$ cat config.mk
export PLATFORM = sky130hd
export DESIGN_NAME = display_host_port
export DESIGN_NICKNAME = d
export VERILOG_FILES = /design/src/display_host_port.v /design/src/phase_divider.v
export VERILOG_INCLUDE_DIRS = /design/src
export SDC_FILE = /design/constraint.sdc
export NUM_CORES = 1
export LEC_CHECK = 0
export ABC_AREA = 1
export BUFFER_PORTS_ARGS = -buffer_cell sky130_fd_sc_hd__buf_2
export CORE_UTILIZATION = 45
export DETAILED_ROUTE_END_ITERATION = 10
export MAX_ROUTING_LAYER = met4
export PLACE_DENSITY = 0.64
export SLEW_MARGIN = 15
export SYNTH_ARGS = -nofsm -noshare
export SYNTH_HDL_FRONTEND = slang
export SYNTH_SLANG_ARGS = --single-unit
$ cat constraint.sdc
create_clock -name clock -period 2.51 [get_ports clock]
set_input_delay 0.6275 -clock clock [delete_from_list [all_inputs] [get_ports clock]]
set_output_delay 0.6275 -clock clock [all_outputs]
set_load 0.02 [all_outputs]
$ cat src/disp_host_regs.vh
// constants for the display host port controller
// assumes inclusion by the host port design file only
`ifndef DISP_HOST_REGS_VH
`define DISP_HOST_REGS_VH
// ----------------------------------------
// interface modes
// ----------------------------------------
`define MODE_ESTROBE 2'h0
`define MODE_RWSTROBE 2'h1
`define MODE_SERIAL 2'h2
`define MODE_I2C 2'h3
// ----------------------------------------
// timing
// ----------------------------------------
`define CLOCK_MHZ 20
`define PHASE_NS 100
`define PHASE_CYCLES ((`PHASE_NS * `CLOCK_MHZ + 999) / 1000)
`define RESET_NS 3000
`define RESET_CYCLES ((`RESET_NS * `CLOCK_MHZ + 999) / 1000)
`define I2C_BASE_ADDR 7'h3c
`endif

$ cat src/display_host_port.v
// host controller driving a display module's interface pins
// assumes user handshake on clock; device pins asynchronous
//
// Contract
// - parallel byte is data when dc high, command when dc low.
// - serial bits are data when dc high, command when dc low.
// - in i2c mode dc level becomes target address bit zero.
// - enable mode: direction high reads, low writes, set before enable.
// - enable mode: transfer only while enable high and chip select low.
// - strobe mode: write starts with write strobe low and chip select low.
// - strobe mode: read starts with read strobe low and chip select low.
// - eight-bit data bus driven by host only on writes.
// - serial mode: data on pin one, clock on pin zero.
// - i2c mode: pins two and one joined as sda, scl on zero.
`timescale 1ns/100ps
`include "disp_host_regs.vh"
module display_host_port #(
    parameter RESET_COUNT = `RESET_CYCLES
) (
    input wire clock,
    input wire reset_n,
    input wire [1:0] mode,
    input wire req_valid,
    input wire req_read,
    input wire req_dc,
    input wire [7:0] req_data,
    output reg req_ready,
    output reg [7:0] rsp_data,
    output reg rsp_valid,
    output reg iface_select_a,
    output reg iface_select_b,
    output reg reset_n_input,
    output reg cs_n,
    output reg dc,
    output reg rw_wr,
    output reg e_rd,
    output reg [7:0] host_data_out,
    output reg [7:0] host_data_oe,
    input wire [7:0] host_data_in
);
// ----------------------------------------
// states
// ----------------------------------------
localparam S_RESET = 6'h01;
localparam S_IDLE = 6'h02;
localparam S_SETUP = 6'h04;
localparam S_STROBE = 6'h08;
localparam S_HOLD = 6'h10;
localparam S_SHIFT = 6'h20;
localparam [6:0] I2C_ADDR = `I2C_BASE_ADDR;
reg [5:0] state;
reg [15:0] rst_count;
reg [3:0] bitn;
reg [8:0] shreg;
reg [1:0] mode_q;
reg rd_op;
reg [2:0] i2c_byte;
reg [7:0] sync1, sync2;
wire tick;
wire sda_in = sync2[1];
phase_divider #(.COUNT(`PHASE_CYCLES)) div (
    .clock(clock),
    .reset_n(reset_n),
    .run(state != S_IDLE && state != S_RESET),
    .tick(tick)
);
// ----------------------------------------
// pin synchroniser
// ----------------------------------------
always @(posedge clock or negedge reset_n) begin
    if (!reset_n) begin
        sync1 <= 8'h00;
        sync2 <= 8'h00;
    end else begin
        sync1 <= host_data_in;
        sync2 <= sync1;
    end
end
function [1:0] select_code;
    input [1:0] m;
    begin
        case (m)
            `MODE_ESTROBE: select_code = 2'h3;
            `MODE_RWSTROBE: select_code = 2'h1;
            `MODE_SERIAL: select_code = 2'h0;
            default: select_code = 2'h2;
        endcase
    end
endfunction
// ----------------------------------------
// sequencer
// ----------------------------------------
always @(posedge clock or negedge reset_n) begin
    if (!reset_n) begin
        state <= S_RESET;
        rst_count <= 16'h0000;
        mode_q <= `MODE_ESTROBE;
        req_ready <= 1'b0;
        rsp_data <= 8'h00;
        rsp_valid <= 1'b0;
        iface_select_a <= 1'b1;
        iface_select_b <= 1'b1;
        reset_n_input <= 1'b0;
        cs_n <= 1'b1;
        dc <= 1'b0;
        rw_wr <= 1'b1;
        e_rd <= 1'b0;
        host_data_out <= 8'h00;
        host_data_oe <= 8'h00;
        bitn <= 4'h0;
        shreg <= 9'h000;
        rd_op <= 1'b0;
        i2c_byte <= 3'h0;
    end else begin
        rsp_valid <= 1'b0;
        case (state)
            S_RESET: begin
                // mode sampled only here; select pins then stay fixed
                mode_q <= mode;
                {iface_select_b, iface_select_a} <= select_code(mode);
                e_rd <= (mode == `MODE_RWSTROBE);
                rw_wr <= (mode != `MODE_ESTROBE);
                host_data_out <= (mode[1]) ? 8'h07 : 8'h00;
                host_data_oe <= (mode[1]) ? 8'h07 : 8'h00;
                rst_count <= rst_count + 16'h0001;
                if (rst_count == RESET_COUNT[15:0]) begin
                    reset_n_input <= 1'b1;
                    state <= S_IDLE;
                    req_ready <= 1'b1;
                end
            end
            S_IDLE: begin
                if (req_valid) begin
                    req_ready <= 1'b0;
                    rd_op <= req_read & ~mode_q[1];
                    dc <= req_dc;
                    bitn <= 4'h0;
                    i2c_byte <= 3'h0;
                    case (mode_q)
                        `MODE_ESTROBE: begin
                            cs_n <= 1'b0;
                            rw_wr <= req_read;
                            host_data_out <= req_data;
                            host_data_oe <= req_read ? 8'h00 : 8'hff;
                            state <= S_SETUP;
                        end
                        `MODE_RWSTROBE: begin
                            cs_n <= 1'b0;
                            host_data_out <= req_data;
                            host_data_oe <= req_read ? 8'h00 : 8'hff;
                            state <= S_SETUP;
                        end
                        `MODE_SERIAL: begin
                            cs_n <= 1'b0;
                            shreg <= {req_data, 1'b0};
                            state <= S_SHIFT;
                        end
                        default: begin
                            // start condition: sda falls while scl high on the first transfer only; later transfers find the pins released here
                            host_data_out <= 8'h01;
                            // dc replaces the address low bit; write direction bit follows
                            shreg <= {I2C_ADDR[6:1], req_dc, 1'b0, 1'b1};
                            state <= S_SHIFT;
                        end
                    endcase
                end
            end
            S_SETUP: if (tick) begin
                if (mode_q == `MODE_ESTROBE)
                    e_rd <= 1'b1;
                else if (rd_op)
                    e_rd <= 1'b0;
                else
                    rw_wr <= 1'b0;
                state <= S_STROBE;
            end
            S_STROBE: if (tick) begin
                e_rd <= (mode_q == `MODE_RWSTROBE);
                rw_wr <= (mode_q == `MODE_ESTROBE) ? rd_op : 1'b1;
                state <= S_HOLD;
            end
            S_HOLD: begin
                // two sync stages: the byte seen under the strobe lands two cycles late
                if (rd_op) begin
                    rsp_data <= sync2;
                    rsp_valid <= 1'b1;
                    rd_op <= 1'b0;
                end
                if (tick) begin
                    cs_n <= 1'b1;
                    host_data_oe <= 8'h00;
                    state <= S_IDLE;
                    req_ready <= 1'b1;
                end
            end
            S_SHIFT: if (tick) begin
                if (mode_q == `MODE_SERIAL) begin
                    // clock on pin zero, data on pin one, msb first
                    host_data_oe <= 8'h03;
                    if (!host_data_out[0] && bitn != 4'h0) begin
                        host_data_out[0] <= 1'b1;
                    end else if (bitn == 4'h8) begin
                        // keep clock driven low: a floating clock gives false edges
                        cs_n <= 1'b1;
                        host_data_out <= 8'h00;
                        host_data_oe <= 8'h03;
                        state <= S_IDLE;
                        req_ready <= 1'b1;
                    end else begin
                        host_data_out <= {6'h00, shreg[8], 1'b0};
                        shreg <= {shreg[7:0], 1'b0};
                        bitn <= bitn + 4'h1;
                    end
                end else begin
                    // sda out on pin two, sense on pin one, scl on zero
                    host_data_oe <= 8'h05;
                    if (host_data_out[0]) begin
                        host_data_out[0] <= 1'b0;
                        if (bitn == 4'h9) begin
                            bitn <= 4'h0;
                            i2c_byte <= i2c_byte + 3'h1;
                            if (i2c_byte == 3'h2) begin
                                host_data_out <= 8'h00;
                            end else if (i2c_byte == 3'h0) begin
                                shreg <= {1'b0, req_dc, 6'h00, 1'b1};
                            end else begin
                                shreg <= {req_data, 1'b1};
                            end
                        end
                    end else if (i2c_byte == 3'h3) begin
                        // stop: scl and sda driven high together, scl pulled low again for one tick, then both driven high and released
                        host_data_out <= 8'h05;
                        i2c_byte <= 3'h4;
                    end else if (i2c_byte == 3'h4) begin
                        host_data_out <= 8'h05;
                        host_data_oe <= 8'h00;
                        state <= S_IDLE;
                        req_ready <= 1'b1;
                    end else begin
                        // drive sda high, not released, for acknowledge on the ninth bit
                        host_data_out <= {5'h00, shreg[8], 1'b0, 1'b1};
                        shreg <= {shreg[7:0], 1'b1};
                        bitn <= bitn + 4'h1;
                        rsp_data[0] <= sda_in;
                    end
                end
            end
            default: state <= S_RESET;
        endcase
    end
end
endmodule

$ cat src/phase_divider.v
// enable pulse divider for the host port phases
// assumes one clock domain; period set by parameter
`timescale 1ns/100ps
module phase_divider #(
    parameter COUNT = 2
) (
    input wire clock,
    input wire reset_n,
    input wire run,
    output reg tick
);
reg [7:0] count;
always @(posedge clock or negedge reset_n) begin
    if (!reset_n) begin
        count <= 8'h00;
        tick <= 1'b0;
    end else if (!run) begin
        count <= 8'h00;
        tick <= 1'b0;
    end else if (count == COUNT[7:0] - 8'h01) begin
        count <= 8'h00;
        tick <= 1'b1;
    end else begin
        count <= count + 8'h01;
        tick <= 1'b0;
    end
end
endmodule

Word-level counts from Yosys, hierarchy flattened
Index checks and enable logic that the tools add are counted.
{"block": "word_totals", "register_bits": 99, "inputBits": 23, "wordCells": 232, "output_inout_bits": 33}
{"block": "classes", "eq_ne": 54, "n_reduce_logical": 34, "n_mux": 113, "add_sub_neg": 4, "bitwise_logic": 2}
{"cell": "8-bit two-way mux", "count": 14}
{"cell": "9-bit two-way mux", "count": 11}
{"cell": "6-bit two-way mux", "count": 13}
{"cell": "1-bit two-way mux", "count": 37}
{"cell": "3-bit two-way mux", "count": 12}
{"cell": "4-bit two-way mux", "count": 9}
{"cell": "6-bit case mux with 6 select lines", "count": 1}
{"cell": "9-bit case mux with 2 select lines", "count": 2}
{"cell": "2-bit inequality test (second input constant)", "count": 17}
{"cell": "8-bit case mux with 4 select lines", "count": 1}
{"cell": "3-bit inequality test (second input constant)", "count": 9}
{"cell": "8-bit case mux with 3 select lines", "count": 1}
{"cell": "7-bit AND reduction", "count": 3}
{"cell": "4-bit inequality test (second input constant)", "count": 5}
{"cell": "10-bit AND reduction", "count": 2}
{"cell": "16-bit by 1-bit adder with 16-bit output (second input constant)", "count": 1}
{"cell": "16-bit by 6-bit equality test with 1-bit output (second input constant)", "count": 1}
{"cell": "8-bit case mux with 2 select lines", "count": 1}
{"cell": "8-bit AND reduction", "count": 2}
{"cell": "4-bit nonzero test", "count": 3}
{"cell": "11-bit AND reduction", "count": 1}
{"cell": "3-bit nonzero test", "count": 3}
{"cell": "8-bit by 1-bit adder with 8-bit output (second input constant)", "count": 1}
{"cell": "4-bit equality test (second input constant)", "count": 2}
{"cell": "37 further kinds", "count": 55}

Logic depth before layout (Yosys ltp)
Gate-level depths: netlist (run 1).
{"block": "logic_depth", "ltp_word": 8, "depth_mapped": 11, "ltp_nobuf": 11}

By module
A second synthesis (run 1) with hierarchy kept.
{"block": "unflattened", "hier_cells": 627, "hier_area_um2": 4962.3}
{"mod": "display_host_port", "cells_each": 574, "seq_area_each_um2": 2158.3, "instances": 1, "area_each_um2": 4504.3}
{"mod": "phase_divider", "cells_each": 53, "seq_area_each_um2": 225.2, "instances": 1, "area_each_um2": 457.9}

Worst setup path after synthesis (run 1)
Ideal clock, no wire load.
{"block": "synth_path", "path_type": "register to register", "startpoint": "reg state[0]", "endpoint": "reg rst_count[15]", "setup_ns": 0.123, "synth_period_minus_slack_ns": 1.636, "path_stages_with_launch": 9, "required_time_ns": 2.387, "path_buffers": 0, "arrival_time_ns": 1.513, "path_slack_ns": 0.874, "cell_sequence": "dfstp_2 inv_1 nor2_1 nand3_4 nor2_4 nand2_1 nor2_1 nand3_1 xor2_1"}
{"block": "synth_between", "elab_chain_len": 1}
{"element": "from (decl)", "line_no": "display_host_port.v:51", "rtl": "reg [5:0] state;"}
{"element": "from (signal assigned)", "line_no": "display_host_port.v:95", "rtl": "state <= S_RESET;"}
{"element": "from (signal assigned)", "line_no": "display_host_port.v:128", "rtl": "state <= S_IDLE;"}
{"element": "from (signal assigned)", "line_no": "display_host_port.v:145", "rtl": "state <= S_SETUP;"}
{"element": "6-bit by 1-bit equality test with 1-bit output", "line_no": "display_host_port.v:116", "rtl": "case (state)"}
{"element": "to (signal assigned)", "line_no": "display_host_port.v:125", "rtl": "rst_count <= rst_count + 16'h0001;"}
{"element": "to (decl)", "line_no": "display_host_port.v:52", "rtl": "reg [15:0] rst_count;"}
Every way passes these cells.
A chain may end at the register's enable or synchronous reset.

Worst setup path in the final report (run 1)
{"block": "layout_path", "startpoint": "reg state[0]", "endpoint": "reg bitn[2]"}
{"block": "layout_between", "elab_chain_len": 3, "word_cells_on_any_way": 12, "cone_classes": "eq/ne: 9; mux: 1; reduce/logical: 2"}
{"element": "6-bit equality test / 6-bit by 2-bit equality test with 1-bit output (equally long branches)", "line_no": "display_host_port.v:116"}
{"element": "4-bit inequality test (no line) (tied with other cells)"}
{"element": "8-bit AND reduction (no line)"}
{"element": "to (signal assigned)", "line_no": "display_host_port.v:212", "rtl": "bitn <= bitn + 4'h1;"}
{"element": "to (signal assigned)", "line_no": "display_host_port.v:243", "rtl": "bitn <= bitn + 4'h1;"}
{"element": "to (decl)", "line_no": "display_host_port.v:53", "rtl": "reg [3:0] bitn;"}
Several ways; a longest one is shown, not always the timed one.

==> impl_metrics.json, run 1 <==
{
  "grt_pass1_vias": 3951,
  "antenna_found_initial": 0,
  "grt_overflow": 0,
  "synth_compound_area_share_pct": 5.99,
  "max_slew.worst_pin.slew_ns": 0.598,
  "synth_area_um2": 5100,
  "vias_per_cell": 5.01,
  "vias": 4122,
  "final_max_slew_viol_count": 0,
  "drt-total-wl_mm": 11.0,
  "syn_nets": 659,
  "die_w_um": 108,
  "synthAdderAreaFrac_pct": 3.43,
  "synth_edf_count": 0,
  "routabilityCongestion": 0.904,
  "firstDrtPassIters": 4,
  "finalHoldViolCount": 0,
  "postCtsSetupBuffers": 0,
  "cts.sink_count": 95,
  "numPortBuffers": 55,
  "period_needed_ns": 2.09,
  "postSynthAreaPerCell_um2": 8.20,
  "postRouteAntennaNets": 0,
  "die_area_um2": 11800,
  "grt_pass1_wl_mm": 18.6,
  "hold_class": "primary input to asynchronous set/reset pin",
  "area_growth_pct": 13.4,
  "h-tree-depth": 3,
  "cts_tree": "done",
  "synth_warnings": 0,
  "first_iter_violations": 314,
  "avgRoutedWirePerCell_um": 13.3,
  "cts_resized": 0,
  "pwr-share-clk_pct": 44.2,
  "cp-start-kind": "register",
  "final_nets": 715,
  "synth_top_area_cell": "dfrtp_1",
  "cts_root_buffer": "clkbuf_16",
  "io_pins": 56,
  "power_density_nw_per_um2": 530,
  "p_seq_share_pct": 51.3,
  "rsz0062_at_grt": "false",
  "synthTopCellsByArea": "dfrtp_1 44%, nand2_1 14%, nand3_1 5.3%",
  "cp.arrival_ns": 2.33,
  "drc": 0,
  "netlist_top_cells_count": "190 x nand2_1, 90 x dfrtp_1, 62 x nor2_1, 55 x inv_1, 54 x nand3_1",
  "cap_violations": 0,
  "timing.fmax_ghz": 0.478,
  "clock_latency_ns": 0.35,
  "grt_start_max_net_pins": 35,
  "grt_usage_pct": 21.1,
  "synth-simple-area-share_pct": 33.9,
  "async_reset_ff_share_pct": 100,
  "clock_path_buffers": 2,
  "dpl_worst_slack_ns": 0.459,
  "synth_xor_area_share_pct": 3.09,
  "die_y_um": 108,
  "start_util_pct": 46.6,
  "rows": 38,
  "status": "finished clean",
  "synth_cells": 622,
  "core_um2": 10900,
  "worstPathMaxFanout": 17,
  "vdd_drop_max_v": 0.000384,
  "path_clk_slew_ns": 0.07,
  "yosysTopAreaCellShare_pct": 44.2,
  "internal-power_uw": 2330,
  "drive_above_1_share_pct": 17.9,
  "crit_type": "register to register",
  "yosysSeqAreaShare_pct": 46.7,
  "cts_hold_buf": 0,
  "synth-main-ff-cell": "dfrtp_1",
  "crit_required_ns": 2.75,
  "p_sw_uw": 739,
  "synth_most_common_cell": "nand2_1",
  "n_antenna_cell": 0,
  "synth_top_family_by_area": "simple AND/OR/NAND/NOR gates",
  "fin_skew_ns": 0.00453,
  "cp-end-kind": "register",
  "detailed_place_hpwl_mm": 8.26,
  "setup_viol": 0,
  "synth_cell_types": 41,
  "tns_ns": 0,
  "p_sw_share_pct": 24.1,
  "leakagePower_uw": 0.00294,
  "maxSlewHeadroom_pct": 60.1,
  "fin_ws_ns": 0.417,
  "cts_inserted_buffers": 9,
  "total_power_uw": 3070,
  "power_frac_comb_pct": 4.5,
  "synth.ff_latch_count": 95,
  "synthMuxAreaShare_pct": 0.221,
  "fin_crit_sh_pct": 83.4
}
## registers in the layout (all words and copies together), names as in the netlist, 2 cells and up
name / count
bitn: 4
div.count: 8
host_data_oe: 4
host_data_out: 8
i2c_byte: 3
mode_q: 2
rsp_data: 8
rst_count: 16
shreg: 9
state: 6
sync1: 8
sync2: 8
## cell type report
class,count,area [um^2]
fillers,1025,5150
flip-flops and latches,95,2380
multi-input cells,453,2380
repair buffers,59,320
clock buffers,10,239
inverters,60,228
well taps,140,175
clock inverters,6,58.8
## metal layers
| metal | track usage (%) | vias up | routed length, um |
|---|---|---|---|
| met5 | - | - | 0 |
| met4 | 8.49 | 0 | 193 |
| met3 | 3.44 | 16 | 403 |
| met2 | 30.9 | 87 | 4960 |
| met1 | 29.2 | 1912 | 5410 |
| li1 | - | 2107 | - |
## metrics by stage
stage	hold slack (ns)	instance area [um^2]	utilization (%)	cells
6_report	0.225	5780	52.9	823
5_1_grt	0.250	5780	52.9	823
4_1_cts	0.231	5780	52.9	823
3_5_place_dp	0.335	5480	50.1	807
3_3_place_gp	0.333	5480	50.1	807
2_1_floorplan	0.331	5100	-	622
## placed cells by master, fill, tap and decap left out, types with 2 or more instances in the layout
cell type / n
nor2_1: 62
nand2_2: 2
nand2_4: 7
nor2_4: 7
o21ai_1: 2
nor3b_1: 2
dfstp_2: 5
inv_8: 3
nand2_1: 190
a31oi_1: 3
nand3b_1: 3
nor3_1: 6
xnor2_1: 6
nand4_1: 19
clkbuf_16: 9
buf_2: 54
nand3_1: 54
xor2_1: 12
inv_2: 3
o21ai_0: 28
buf_4: 4
dfrtp_1: 90
inv_1: 55
nand3_4: 3
nor2_2: 7
ha_1: 14
o31ai_1: 2
a21oi_1: 9
o21ai_2: 6
inv_6: 2
## critical path: stages, from the launching register on
cell and delay (ns):
dfstp_2 0.55, nor2_2 0.07, nand2_2 0.11, nor2_4 0.09, nand2_1 0.15, nand2_1 0.10
nor2_2 0.49, nand2_1 0.21, nand2_1 0.12, nand2_1 0.06
## power by group through the flow
stage                     clock network (uW)  logic (uW)  registers [uW]
final                                   1350         138            1570
after global routing                    1460         159            1570
after CTS                               1400         141            1570
after detailed placement                   0         141            1600
after global placement                     0         139            1600
after floorplan                            0        47.4            1610
## final timing paths
kind                       cells after the start            to     start  slack (ns)
max                                            9       bitn[2]  state[0]        0.42
min                                            1  rst_count[9]   reset_n        0.22
max reg2reg                                    9       bitn[2]  state[0]        0.42
min reg2reg                                    0      sync2[3]  sync1[3]        0.35
max in group asynchronous                      2          cs_n   reset_n        1.64
min in group clock                             0      sync2[3]  sync1[3]        0.35
## logic make-up (layout without fill, tap and decap cells)
group / Yosys count / after routing
and+or+nand+nor: 367 / 367
DFF: 95 / 95
buffers and inverters: 74 / 135
AOI/OAI and AO/OA: 53 / 53
xor gates and xnor gates: 18 / 18
adders and majority gates: 14 / 14
muxes: 1 / 1
(Power assumes the default switching activity.)
==> inputs of run 2 (changes only) <==
PLACE_DENSITY = 0.66   (was 0.64)
clock period = 1.85 ns   (was 2.51 ns; I/O delays follow)
==> impl_metrics.json, run 2 (same netlist as run 1, synthesis figures left out) <==
{
  "finalHoldViolCount": 0,
  "routabilityCongestion": 0.931,
  "crit_required_ns": 2.14,
  "worstPathMaxFanout": 10,
  "max_slew.worst_pin.slew_ns": 0.392,
  "firstDrtPassIters": 4,
  "min_to": "sync1[7]",
  "grt_start_max_net_pins": 61,
  "drc": 0,
  "antenna_found_initial": 0,
  "vdd_drop_max_v": 0.000618,
  "die_w_um": 108,
  "grt_overflow": 0,
  "cts_tree": "done",
  "ff2ff_path_depth": 9,
  "cp_slowest_cell": "dfrtp_1",
  "first_iter_violations": 345,
  "path_clk_slew_ns": 0.07,
  "grt_usage_pct": 22.2,
  "crit_type": "register to register",
  "clock_path_buffers": 2,
  "hold_class": "primary input to register",
  "postRouteAntennaNets": 0,
  "cp-end-kind": "register",
  "maxSlewHeadroom_pct": 73.9,
  "reg_top3": "rst_count: 16 flops, shreg: 9 flops",
  "n_antenna_cell": 0,
  "total_power_uw": 4370,
  "layout_common_cells": "189 x nand2_1, 90 x dfrtp_1, 54 x inv_1, 54 x nor2_1, 54 x buf_2",
  "dr_wl_met3_um": 497,
  "whs_path_depth": 1,
  "final_max_slew_viol_count": 0,
  "power_density_nw_per_um2": 709,
  "routed-wl-met2_mm": 5.20,
  "fin_crit_sh_pct": 97.1,
  "tns_ns": 0,
  "reg2reg_to": "shreg[0]",
  "core_um2": 10900,
  "die_area_um2": 11800,
  "cts_inserted_buffers": 9,
  "cp-start-kind": "register",
  "cts_root_buffer": "clkbuf_16",
  "hp-start": "host_data_in[7]",
  "numPortBuffers": 55,
  "r2r_start": "state[2]",
  "fin_skew_ns": 0.00881,
  "clock_latency_ns": 0.35,
  "r2r_slack_ns": 0.05,
  "final_nets": 753,
  "cpPeakStageDelay_ns": 0.43,
  "drive_above_1_share_pct": 23.9,
  "detailed_place_hpwl_mm": 8.58,
  "path_cells": "nor2_4 -> nand3_4 -> buf_4 -> nor3_4 -> buf_12 -> nor2_8 -> nand3_4 -> nand2_1 -> nand2_1",
  "top_register": "rst_count",
  "top_layer_used": "met4",
  "timing.fmax_ghz": 0.557,
  "rows": 38,
  "cap_violations": 0,
  "met1_length_mm": 5.77,
  "vias": 4321,
  "h-tree-depth": 3,
  "largest_reg_flops": 16,
  "drt-total-wl_mm": 11.7,
  "avgRoutedWirePerCell_um": 13.6,
  "grt_pass1_wl_mm": 19.4,
  "leakagePower_uw": 0.00314,
  "io_pins": 56,
  "setup_viol": 0,
  "cp.arrival_ns": 2.08,
  "rsz0062_at_grt": "true",
  "vias_per_cell": 5.02,
  "grt_pass1_vias": 4044,
  "area_growth_pct": 20.8,
  "die_y_um": 108,
  "status": "finished clean",
  "final_common_cell": "nand2_1",
  "period_needed_ns": 1.80,
  "cts.sink_count": 95,
  "start_util_pct": 46.6
}
## run 2: changes by cell type in the layout (fill, tap and decap cells not counted), sizes merged
cell	change
buf	+36
bufinv	+2
dlygate4sd3	+1
inv	-2
nor2	+1
## run 2: how the worst max path moves through the flow
stage,from,endpoint,slack (ns),cells past startpoint
2_1_floorplan,state[0],rst_count[15],0.21,8
3_5_place_dp,state[0],shreg[0],-0.07,9
5_1_grt,state[2],bitn[0],-0.05,9
3_3_place_gp,state[0],rst_count[15],-0.01,8
6_report,state[2],shreg[0],0.05,9
4_1_cts,bitn[0],state[5],0.02,11
## run 2: per-stage QoR
| stage | cells | cell area (um^2) | setup slack (ns) | util (%) | hold slack [ns] |
|---|---|---|---|---|---|
| finish | 861 | 6160 | 0.0532 | 56.4 | 0.212 |
| global route | 861 | 6160 | -0.0546 | 56.4 | 0.196 |
| CTS | 850 | 6030 | 0.0213 | 55.2 | 0.198 |
| detailed placement | 833 | 5680 | -0.0678 | 51.9 | 0.285 |
| global placement | 833 | 5680 | -0.0123 | 51.9 | 0.282 |
| floorplan | 622 | 5100 | 0.214 | - | 0.167 |
## run 2: final cells by class
| class | instances | area (um^2) |
|---|---|---|
| repair buffers | 96 | 613 |
| fillers | 1037 | 4770 |
| well taps | 140 | 175 |
| clock buffers | 10 | 239 |
| clock inverters | 6 | 90.1 |
| flip-flops and latches | 95 | 2380 |
| multi-input cells | 454 | 2430 |
| inverters | 60 | 228 |
## run 2: worst max-delay path, delay by kind of cell (launching register included)
kind                   cells  cell delay (ns)
DFF                        1             0.43
buffers and inverters      2             0.35
and+or+nand+nor            7             0.94
## run 2: what timing repair did
action	CTS	global route
pin swaps	0	7
gates resized for setup	4	13
setup endpoints to repair	17	35
gates cloned	0	1
hold buffers	1	0
setup buffers	0	10
endpoints found under the hold margin	5	0
## run 2: metal layers
layer  vias to the layer above  global-route usage (%)
met4                         0                    7.53
met1                      2036                    30.1
li1                       2184                       -
met2                        84                    32.3
met3                        17                    5.42
met5                         -                       -
## run 2: where the power goes
part           total, uW  internal, uW  switching, uW
Clock               2030          1230            806
Combinational        207          69.9            137
Sequential          2130          2110           16.9
Total               4370          3410            960
